`config.mk`:
```
export PLATFORM = sky130hd
export DESIGN_NAME = tdmp_mapper
export DESIGN_NICKNAME = d
export VERILOG_FILES = /design/src/inc/tdmp_pkg.sv /design/src/hdl/tdmp_mapper.sv /design/src/hdl/tdmp_slot_ctr.sv /design/src/hdl/tdmp_leads.sv
export SDC_FILE = /design/constraint.sdc
export NUM_CORES = 1
export LEC_CHECK = 0
export BUFFER_PORTS_ARGS = -buffer_cell sky130_fd_sc_hd__buf_4
export CORE_MARGIN = 10
export CORE_UTILIZATION = 40
export DETAILED_ROUTE_END_ITERATION = 7
export RECOVER_POWER = 100
export SLEW_MARGIN = 20
export SYNTH_ARGS = -nofsm -noshare
export SYNTH_HDL_FRONTEND = slang
export SYNTH_HIERARCHICAL = 1
export SYNTH_SLANG_ARGS = --single-unit
```
`constraint.sdc`:
```
create_clock -name pclk -period 9.6 [get_ports pclk]
set_clock_uncertainty 0.1 [all_clocks]
set_input_delay 2.88 -clock pclk [delete_from_list [all_inputs] [get_ports pclk]]
set_output_delay 2.88 -clock pclk [all_outputs]
set_load 0.02 [all_outputs]
```
`src/inc/tdmp_pkg.sv`:
```
// Package of register map, field layout and constants for the TDM port slot mapper
package tdmp_pkg;

   // ****************************************
   // Register byte addresses
   // ****************************************
   localparam logic [7:0] ADDR_CTRL = 8'h00;
   localparam logic [7:0] ADDR_SLOTS = 8'h04;
   localparam logic [7:0] ADDR_CMD = 8'h08;
   localparam logic [7:0] ADDR_STATUS = 8'h0C;
   localparam logic [7:0] ADDR_ACT_CTRL = 8'h10;
   localparam logic [7:0] ADDR_ACT_SLOTS = 8'h14;

   // ****************************************
   // Control word fields
   // ****************************************
   localparam int unsigned F_ACTV = 0;
   localparam int unsigned F_RATE64 = 1;
   localparam int unsigned F_DTE = 2;
   localparam int unsigned F_CTS_LO = 3;
   localparam int unsigned F_RLSD_FOLLOW = 5;
   localparam int unsigned F_DEST_USER = 6;
   localparam int unsigned F_E1 = 7;
   localparam int unsigned F_E1_SIG = 8;
   localparam int unsigned F_WAN_LO = 10;
   localparam int unsigned F_CARD_LO = 13;
   localparam int unsigned F_PORT_LO = 16;
   localparam int unsigned F_NPORTS_LO = 20;
   localparam logic [31:0] CTRL_WMASK = 32'h007F_FDFF;

   // Command word bits
   localparam int unsigned C_COMMIT = 0;
   localparam int unsigned C_REVERT = 1;

   // Status word fields
   localparam int unsigned S_LINK = 0;
   localparam int unsigned S_COUNT_LO = 8;
   localparam int unsigned S_KBPS_LO = 16;

   // ****************************************
   // Reset values: standby, 56k, DCE, no slots
   // ****************************************
   localparam logic [31:0] CTRL_RST = 32'h0040_0000;
   localparam logic [31:0] SLOTS_RST = 32'h0000_0000;

   // ****************************************
   // Framing and rate constants
   // ****************************************
   localparam logic [4:0] T1_LAST_SLOT = 5'h18;
   localparam logic [4:0] E1_LAST_SLOT = 5'h1F;
   localparam logic [4:0] E1_SIG_SLOT = 5'h10;
   localparam logic [4:0] T1_FIRST_SLOT = 5'h01;
   localparam logic [4:0] E1_FIRST_SLOT = 5'h00;
   localparam logic [2:0] BIT_LAST = 3'h7;
   localparam logic [2:0] FILL_BIT_POS = 3'h7;
   localparam logic FILL_VALUE = 1'b1;
   localparam logic [10:0] KBPS_56 = 11'h038;
   localparam logic [10:0] KBPS_64 = 11'h040;
   localparam logic [3:0] DEFAULT_PORT = 4'h1;

   typedef enum logic [1:0] {
      TDMP_CTS_PERM,
      TDMP_CTS_RLOCAL,
      TDMP_CTS_IGNOR,
      TDMP_CTS_LOCAL
   } tdmp_cts_t;

endpackage : tdmp_pkg

```
`src/hdl/tdmp_mapper.sv`:
```
// Port slot mapper top: APB registers, slot gather and scatter, control leads
//
// Local design decisions: the placing of the registers and the APB register port.
`timescale 1ns/1ps
`default_nettype none

module tdmp_mapper (
   input wire logic pclk,
   input wire logic presetn,
   input wire logic ce,
   input wire logic psel,
   input wire logic penable,
   input wire logic pwrite,
   input wire logic [7:0] paddr,
   input wire logic [31:0] pwdata,
   output logic [31:0] prdata,
   output logic pready,
   output logic pslverr,
   input wire logic tdm_fs,
   input wire logic tdm_bit_en,
   input wire logic tdm_rx_bit,
   output logic tdm_tx_bit,
   output logic tdm_tx_oe,
   input wire logic link_up,
   input wire logic port_sd,
   output logic port_rd,
   output logic port_bit_stb,
   input wire logic local_rts,
   input wire logic remote_rts,
   input wire logic remote_rlsd,
   output logic rlsd,
   output logic dsr,
   output logic cts,
   output logic dce_leads_oe,
   output logic rts_out,
   output logic dtr_out,
   output logic dte_leads_oe,
   output logic dest_is_wan,
   output logic [2:0] dest_wan_port,
   output logic [2:0] dest_card_slot,
   output logic [3:0] dest_card_port
);

   typedef struct packed {
      logic [31:0] sh_ctrl;
      logic [31:0] sh_slots;
      logic [31:0] ac_ctrl;
      logic [31:0] ac_slots;
      logic [31:0] rdata;
      logic rerr;
      logic tx_bit;
      logic tx_oe;
      logic rd;
      logic stb;
   } tdmp_state_t;

   tdmp_state_t s_q;
   tdmp_state_t s_d;

   logic [4:0] cur_slot;
   logic [2:0] cur_bit;
   logic actv;
   logic rate64;
   logic e1;
   logic e1_sig;
   logic [31:0] legal;
   logic [31:0] eff_slots;
   logic [5:0] slot_count;
   logic [10:0] port_kbps;
   logic [3:0] port_req;
   logic [2:0] nports;
   logic [3:0] eff_port;
   logic in_slot;
   logic payload;
   logic wr_acc;
   logic rd_setup;
   logic addr_ok;
   logic [31:0] rd_word;
   logic [10:0] slot_kbps;
   logic do_commit;
   logic do_revert;

   // ****************************************
   // Committed configuration fields
   // ****************************************
   assign actv = s_q.ac_ctrl[tdmp_pkg::F_ACTV];
   assign rate64 = s_q.ac_ctrl[tdmp_pkg::F_RATE64];
   assign e1 = s_q.ac_ctrl[tdmp_pkg::F_E1];
   assign e1_sig = s_q.ac_ctrl[tdmp_pkg::F_E1_SIG];
   assign port_req = s_q.ac_ctrl[tdmp_pkg::F_PORT_LO +: 4];
   assign nports = s_q.ac_ctrl[tdmp_pkg::F_NPORTS_LO +: 3];

   // ****************************************
   // Legal slots and effective assignment
   // ****************************************
   always_comb begin
      legal = '0;
      for (int i = 1; i < 32; i++) begin
         if (e1) begin
            legal[i] = (5'(i) <= tdmp_pkg::E1_LAST_SLOT);
            if (e1_sig && (5'(i) == tdmp_pkg::E1_SIG_SLOT)) begin
               legal[i] = 1'b0;
            end
         end else begin
            legal[i] = (5'(i) <= tdmp_pkg::T1_LAST_SLOT);
         end
      end
   end

   // Any subset of one link, one slot up to all of them
   assign eff_slots = s_q.ac_slots & legal;

   always_comb begin
      slot_count = '0;
      for (int i = 0; i < 32; i++) begin
         slot_count = slot_count + {5'h00, eff_slots[i]};
      end
   end

   // Status only; the line rate itself is set by the slots carried
   assign slot_kbps = rate64 ? tdmp_pkg::KBPS_64 : tdmp_pkg::KBPS_56;
   assign port_kbps = 11'(slot_kbps * {5'h00, slot_count});

   // ****************************************
   // Destination routing
   // ****************************************
   always_comb begin
      eff_port = port_req;
      if ((port_req == 4'h0) || (port_req > {1'b0, nports})) begin
         eff_port = tdmp_pkg::DEFAULT_PORT;
      end
   end

   assign dest_is_wan = !s_q.ac_ctrl[tdmp_pkg::F_DEST_USER];
   assign dest_wan_port = s_q.ac_ctrl[tdmp_pkg::F_WAN_LO +: 3];
   assign dest_card_slot = s_q.ac_ctrl[tdmp_pkg::F_CARD_LO +: 3];
   assign dest_card_port = eff_port;

   // ****************************************
   // Bus decode
   // ****************************************
   assign wr_acc = psel && penable && pwrite;
   assign rd_setup = psel && !penable;

   always_comb begin
      case (paddr)
         tdmp_pkg::ADDR_CTRL,
         tdmp_pkg::ADDR_SLOTS,
         tdmp_pkg::ADDR_CMD,
         tdmp_pkg::ADDR_STATUS,
         tdmp_pkg::ADDR_ACT_CTRL,
         tdmp_pkg::ADDR_ACT_SLOTS: addr_ok = 1'b1;
         default: addr_ok = 1'b0;
      endcase
   end

   // ****************************************
   // Command decode
   // ****************************************
   assign do_commit = pwdata[tdmp_pkg::C_COMMIT];
   // Commit wins if both bits are written together
   assign do_revert = pwdata[tdmp_pkg::C_REVERT] && !pwdata[tdmp_pkg::C_COMMIT];

   // ****************************************
   // Read data selection
   // ****************************************
   always_comb begin
      // Unmapped offsets read as zero
      rd_word = 32'h0000_0000;
      case (paddr)
         tdmp_pkg::ADDR_CTRL: rd_word = s_q.sh_ctrl;
         tdmp_pkg::ADDR_SLOTS: rd_word = s_q.sh_slots;
         tdmp_pkg::ADDR_STATUS: begin
            rd_word[tdmp_pkg::S_LINK] = link_up;
            rd_word[tdmp_pkg::S_COUNT_LO +: 6] = slot_count;
            rd_word[tdmp_pkg::S_KBPS_LO +: 11] = port_kbps;
         end
         tdmp_pkg::ADDR_ACT_CTRL: rd_word = s_q.ac_ctrl;
         tdmp_pkg::ADDR_ACT_SLOTS: rd_word = eff_slots;
         default: rd_word = 32'h0000_0000;
      endcase
   end

   assign in_slot = eff_slots[cur_slot];
   assign payload = in_slot && (rate64 || (cur_bit != tdmp_pkg::FILL_BIT_POS));

   // ****************************************
   // Next state
   // ****************************************
   always_comb begin
      s_d = s_q;
      // Answer and read data are caught in the setup cycle, zero wait states
      if (rd_setup) begin
         s_d.rerr = !addr_ok;
         s_d.rdata = rd_word;
      end

      // ****************************************
      // Register writes and commands
      // ****************************************
      if (wr_acc) begin
         case (paddr)
            tdmp_pkg::ADDR_CTRL: s_d.sh_ctrl = pwdata & tdmp_pkg::CTRL_WMASK;
            tdmp_pkg::ADDR_SLOTS: s_d.sh_slots = pwdata;
            tdmp_pkg::ADDR_CMD: begin
               if (do_commit) begin
                  s_d.ac_ctrl = s_q.sh_ctrl;
                  s_d.ac_slots = s_q.sh_slots;
               end else if (do_revert) begin
                  s_d.sh_ctrl = s_q.ac_ctrl;
                  s_d.sh_slots = s_q.ac_slots;
               end
            end
            default: s_d.sh_ctrl = s_q.sh_ctrl;
         endcase
      end

      // ****************************************
      // TDM bit exchange
      // ****************************************
      // Port strobe is a pulse on the cycle after a payload bit
      s_d.stb = 1'b0;
      if (!actv) begin
         s_d.tx_oe = 1'b0;
      end else if (tdm_bit_en) begin
         s_d.tx_oe = in_slot;
         s_d.tx_bit = tdmp_pkg::FILL_VALUE;
         if (payload) begin
            s_d.tx_bit = port_sd;
            s_d.rd = tdm_rx_bit;
            s_d.stb = 1'b1;
         end
      end
   end

   // ****************************************
   // State register
   // ****************************************
   always_ff @(posedge pclk or negedge presetn) begin
      if (!presetn) begin
         s_q <= '{sh_ctrl: tdmp_pkg::CTRL_RST, sh_slots: tdmp_pkg::SLOTS_RST,
                  ac_ctrl: tdmp_pkg::CTRL_RST, ac_slots: tdmp_pkg::SLOTS_RST,
                  rdata: 32'h0000_0000, rerr: 1'b0, tx_bit: 1'b0, tx_oe: 1'b0,
                  rd: 1'b0, stb: 1'b0};
      end else if (ce) begin
         s_q <= s_d;
      end
   end

   assign prdata = s_q.rdata;
   assign pslverr = s_q.rerr && psel && penable;
   assign pready = 1'b1;
   assign tdm_tx_bit = s_q.tx_bit;
   assign tdm_tx_oe = s_q.tx_oe;
   assign port_rd = s_q.rd;
   assign port_bit_stb = s_q.stb;

   // ****************************************
   // Sub-blocks
   // ****************************************
   tdmp_slot_ctr u_ctr (
      .pclk(pclk),
      .presetn(presetn),
      .ce(ce),
      .e1(e1),
      .tdm_fs(tdm_fs),
      .tdm_bit_en(tdm_bit_en),
      .cur_slot(cur_slot),
      .cur_bit(cur_bit)
   );

   tdmp_leads u_leads (
      .pclk(pclk),
      .presetn(presetn),
      .ce(ce),
      .actv(actv),
      .link_up(link_up),
      .role_dte(s_q.ac_ctrl[tdmp_pkg::F_DTE]),
      .cts_opt(s_q.ac_ctrl[tdmp_pkg::F_CTS_LO +: 2]),
      .rlsd_follow(s_q.ac_ctrl[tdmp_pkg::F_RLSD_FOLLOW]),
      .local_rts(local_rts),
      .remote_rts(remote_rts),
      .remote_rlsd(remote_rlsd),
      .rlsd(rlsd),
      .dsr(dsr),
      .cts(cts),
      .dce_leads_oe(dce_leads_oe),
      .rts_out(rts_out),
      .dtr_out(dtr_out),
      .dte_leads_oe(dte_leads_oe)
   );

endmodule : tdmp_mapper
`default_nettype wire

```
`src/hdl/tdmp_slot_ctr.sv`:
```
// Frame position counter: slot number and bit index of the current TDM bit
`timescale 1ns/1ps
`default_nettype none
module tdmp_slot_ctr (
   input wire logic pclk,
   input wire logic presetn,
   input wire logic ce,
   input wire logic e1,
   input wire logic tdm_fs,
   input wire logic tdm_bit_en,
   output logic [4:0] cur_slot,
   output logic [2:0] cur_bit
);

   typedef struct packed {
      logic [4:0] slot;
      logic [2:0] bitn;
   } tdmp_ctr_t;

   tdmp_ctr_t s_q;
   tdmp_ctr_t s_d;

   // ****************************************
   // Position of the bit on the bus now
   // ****************************************
   always_comb begin
      cur_slot = s_q.slot;
      cur_bit = s_q.bitn;
      if (tdm_fs) begin
         cur_slot = e1 ? tdmp_pkg::E1_FIRST_SLOT : tdmp_pkg::T1_FIRST_SLOT;
         cur_bit = 3'h0;
      end
      s_d = s_q;
      if (tdm_bit_en) begin
         s_d.bitn = cur_bit + 3'h1;
         // Frame sync realigns the stored slot as well as the bit
         s_d.slot = cur_slot;
         if (cur_bit == tdmp_pkg::BIT_LAST) begin
            // Wraps freely; the next frame sync realigns it
            s_d.slot = cur_slot + 5'h01;
         end
      end
   end

   always_ff @(posedge pclk or negedge presetn) begin
      if (!presetn) begin
         s_q <= '0;
      end else if (ce) begin
         s_q <= s_d;
      end
   end

endmodule : tdmp_slot_ctr
`default_nettype wire

```
`src/hdl/tdmp_leads.sv`:
```
// Modem control lead driver for one port, DCE or DTE role
`timescale 1ns/1ps
`default_nettype none
module tdmp_leads (
   input wire logic pclk,
   input wire logic presetn,
   input wire logic ce,
   input wire logic actv,
   input wire logic link_up,
   input wire logic role_dte,
   input wire logic [1:0] cts_opt,
   input wire logic rlsd_follow,
   input wire logic local_rts,
   input wire logic remote_rts,
   input wire logic remote_rlsd,
   output logic rlsd,
   output logic dsr,
   output logic cts,
   output logic dce_leads_oe,
   output logic rts_out,
   output logic dtr_out,
   output logic dte_leads_oe
);

   typedef struct packed {
      logic rlsd;
      logic dsr;
      logic cts;
      logic dce_oe;
      logic rts;
      logic dtr;
      logic dte_oe;
   } tdmp_lead_t;

   tdmp_lead_t s_q;
   tdmp_lead_t s_d;

   // ****************************************
   // Lead levels from state and link
   // ****************************************
   always_comb begin
      s_d = s_q;
      s_d.rlsd = actv && link_up && (rlsd_follow ? remote_rts : 1'b1);
      s_d.dsr = actv;
      if (!actv) begin
         s_d.cts = 1'b1;
      end else begin
         case (tdmp_pkg::tdmp_cts_t'(cts_opt))
            tdmp_pkg::TDMP_CTS_PERM: s_d.cts = 1'b1;
            tdmp_pkg::TDMP_CTS_RLOCAL: s_d.cts = local_rts && remote_rlsd;
            tdmp_pkg::TDMP_CTS_IGNOR: s_d.cts = 1'b0;
            tdmp_pkg::TDMP_CTS_LOCAL: s_d.cts = local_rts;
            default: s_d.cts = 1'b1;
         endcase
      end
      // A DTE drives its own request leads and leaves the DCE circuits alone
      s_d.dce_oe = !role_dte;
      s_d.dte_oe = role_dte;
      s_d.rts = role_dte && actv;
      s_d.dtr = role_dte && actv;
   end

   always_ff @(posedge pclk or negedge presetn) begin
      if (!presetn) begin
         s_q <= '{rlsd: 1'b0, dsr: 1'b0, cts: 1'b1, dce_oe: 1'b1,
                  rts: 1'b0, dtr: 1'b0, dte_oe: 1'b0};
      end else if (ce) begin
         s_q <= s_d;
      end
   end

   assign rlsd = s_q.rlsd;
   assign dsr = s_q.dsr;
   assign cts = s_q.cts;
   assign dce_leads_oe = s_q.dce_oe;
   assign rts_out = s_q.rts;
   assign dtr_out = s_q.dtr;
   assign dte_leads_oe = s_q.dte_oe;

endmodule : tdmp_leads
`default_nettype wire

```
==> reports/qor.yml <==
setup_path:
  slowest_stage: "sky130_fd_sc_hd__fa_1"
  largest_fanout_on_the_critical_path: 12
  worst-endpoint-required_ps: 9810
  worst-setup-path-type: "register to register"
  critical_path.most_common_cell: "sky130_fd_sc_hd__fa_1"
  startpoint_type: "register"
  critPathCaptureType: "register"
  critPathTopFamily: "adder cells"
  timing.critical_path.slowest_cell_delay_ps: 550
  path_buf_inv: 5
  timing.critical_path.arrival_ps: 8630
clock_tree:
  numClockSinks: 179
  ctsRootBufferMaster: "sky130_fd_sc_hd__clkbuf_16"
  clock_buffer_count_from_cts: 17
  cts_tree: "yes"
  clock_tree.buffer_depth: 2
  post_cts.resized_instances: 0
  clock_pin_slew_worst_setup_and_hold_paths_ps: 80
  post_cts_buffers: 0
  cts_htree_levels: 4
  cts_hold_repair.buffers: 0
  insertion_delay_ps: 440
die:
  die_area_um2: 33300
  fp-row-count: 59
  i_o_pin_count: 110
  core-area_um2: 26100
  dieHeight_um: 183
  die_w_um: 183
  initial_utilization: 0.406
layout:
  multi_input_area_um2: 5170
  postLayoutCellArea_um2: 11600
  fin_nets: 1111
  final.fill_count: 2477
  synthToLayoutAreaGrowth_pct: 9.82
  diodes: 0
  register_area_um2: 4480
  fraction_of_layout_instances_using_a_drive_strength_above_1: 0.234
  layout.core_utilization: 0.446
yosys:
  cell_with_the_most_instances_after_synthesis: "sky130_fd_sc_hd__dfrtp_1"
  yosys-top-cells-count: "sky130_fd_sc_hd__dfrtp_1 (175), sky130_fd_sc_hd__nand2_1 (121), sky130_fd_sc_hd__mux2_2 (111), sky130_fd_sc_hd__o21ai_0 (79), sky130_fd_sc_hd__inv_1 (75)"
  post_synthesis_instance_area_um2: 10600
  synth_cell_type_count: 68
  number_of_enable_flip_flop_cells_after_synthesis: 0
  area_contributors_post_synth: "sky130_fd_sc_hd__dfrtp_1 (41%), sky130_fd_sc_hd__mux2_2 (12%), sky130_fd_sc_hd__fa_1 (5.9%)"
  syn_inst: 958
  ys_seq_elements: 179
  synth_seq_area_share: 0.424
  synth.top_cell.area_share: 0.414
  yosys.area.top_type: "sky130_fd_sc_hd__dfrtp_1"
  synth_flop_cell: "sky130_fd_sc_hd__dfrtp_1"
  yosys_warnings: 6
  post_synth.cell_area_avg_um2: 11.0
  syn-num-nets: 1068
  postSynth.asyncResetShare: 1.00
routing:
  wl_per_cell_um: 19.5
  postRouteWirelength_mm: 26.3
  routed_via_density: 5.32
  drc_errors: 0
  route.vias.total: 7175
  ant_nets: 0
  drtIter0Drc: 424
  detailedRoute.firstPassIterationCount: 5
status:
  outcome: "finished, violations left"
  violations: "max-capacitance violations, max-slew violations"
global_routing:
  grt_max_degree: 103
  overflow: 0
  grt_first_pass_wirelength_mm: 42.2
  antenna_violations_before_repair: 0
  grt_pass1_vias: 7330
  grt.total_usage: 0.160
timing:
  rsz0062_at_grt: "no"
  finalSetupViolations: 0
  hold_viol_final: 0
  max_slew.worst_pin.slew_ps: 5520
  slew-limit-headroom: -2.68
  whs_ps: 369
  report.final.slew_viol_count: 235
  tmin_final_ps: 8410
  final.period_utilization: 0.876
  timing.fmax_ghz: 0.119
  setup_total_negative_slack_ps: 0
worst_hold_path:
  min_delay_path_class: "register to register"
power_and_ir_drop:
  powerDensity_nw_per_um2: 144
  power.static_leakage_nw: 5.30
  ir_worst_vdd_v: 0.0000930
  power_w: 0.00167
placed_design:
  place.detailed.hpwl_mm: 18.8
  io_buffer_count: 107
  placedInstanceArea_um2: 11300
  routabilityCongestion: 0.886
run:
  max_cap_violations: 4
## routing by layer
layer  vias up  GRT usage  routed length, µm
met5         -          0                  0
met2       150      0.254              12500
met1      3633      0.219              12400
met3        18     0.0309               1150
li1       3374          -                  -
met4         0     0.0400                289
## registers in the layout, summed over array words and instances, names as in the netlist, 3 cells and up
| name | cells |
|---|---|
| port_req | 4 |
| nports | 3 |
| prdata | 32 |
| u_ctr/s_q | 8 |
| dest_card_slot | 3 |
| s_q | 112 |
| dest_wan_port | 3 |
## kinds of logic (layout without fill, tap and decap cells)
group / count (synthesis) / after routing / synth area share
and+or+nand+nor: 197 / 197 / 0.0859
adders and majority gates: 56 / 56 / 0.0883
DFF: 179 / 179 / 0.424
other: 2 / 2 / 0.000710
muxes: 175 / 175 / 0.211
AOI/OAI and AO/OA: 172 / 172 / 0.0995
buffers and inverters: 170 / 226 / 0.0846
xor gates and xnor gates: 7 / 7 / 0.00580
## metrics by stage
step,std cells,setup slack [ps]
finish,1349,1190
global route,1349,711
CTS,1349,1200
detailed placement,1317,1230
global placement,1317,1400
floorplan,958,1620
## worst register-to-register path, delay by kind of cell (launching register included)
kind / cells / cell delay [ps]
AO/OA/AOI/OAI: 5 / 820
XOR/XNOR: 2 / 230
adder cells (fa/ha/maj): 12 / 5640
buffers and inverters: 5 / 310
flip-flops: 1 / 510
multiplexers: 1 / 110
AND/OR/NAND/NOR: 4 / 570
## final timing paths
check                      depth (start not counted)                                to  slack (ps)                        startpoint
max in group asynchronous                          2       u_leads/dtr_out$_DFFE_PN0P_        1870                           presetn
hold reg to reg                                    2  u_leads/dce_leads_oe$_DFFE_PN1P_         370  u_leads/dce_leads_oe$_DFFE_PN1P_
setup / recovery                                  29            prdata[26]$_DFFE_PN0P_        1190                    e1$_DFFE_PN0P_
hold / removal                                     2  u_leads/dce_leads_oe$_DFFE_PN1P_         370  u_leads/dce_leads_oe$_DFFE_PN1P_
setup reg to reg                                  29            prdata[26]$_DFFE_PN0P_        1190                    e1$_DFFE_PN0P_
min in group asynchronous                          1              s_q[148]$_DFFE_PN0P_        4370                           presetn
## final cells by class
type / count / share of cell area
clock inverter: 15 / 0.0142
clock buffer: 17 / 0.0366
multi-input combinational: 609 / 0.445
inverter: 75 / 0.0242
timing repair buffer: 119 / 0.0572
tap: 335 / 0.0361
sequential: 179 / 0.386
## where the power goes
| part | switching (W) | internal [W] |
|---|---|---|
| clock | 0.000335 | 0.000371 |
| combinational | 0.000109 | 0.0000808 |
| sequential | 0.00000738 | 0.000765 |
| total | 0.000451 | 0.00122 |
## cells in the final DEF, fill, tap and decap left out, types with 16 or more instances in the layout
master and instances:
sky130_fd_sc_hd__mux2_2 110, sky130_fd_sc_hd__ha_1 25, sky130_fd_sc_hd__nand2_1 121, sky130_fd_sc_hd__buf_4 57
sky130_fd_sc_hd__inv_1 75, sky130_fd_sc_hd__clkbuf_16 17, sky130_fd_sc_hd__mux2i_1 33, sky130_fd_sc_hd__dfrtp_1 175
sky130_fd_sc_hd__a21oi_1 16, sky130_fd_sc_hd__fa_1 31, sky130_fd_sc_hd__o21ai_0 97, sky130_fd_sc_hd__nor2_1 20
sky130_fd_sc_hd__mux4_2 27, sky130_fd_sc_hd__clkbuf_1 61
Note: power is estimated with default switching activity, not from simulation.
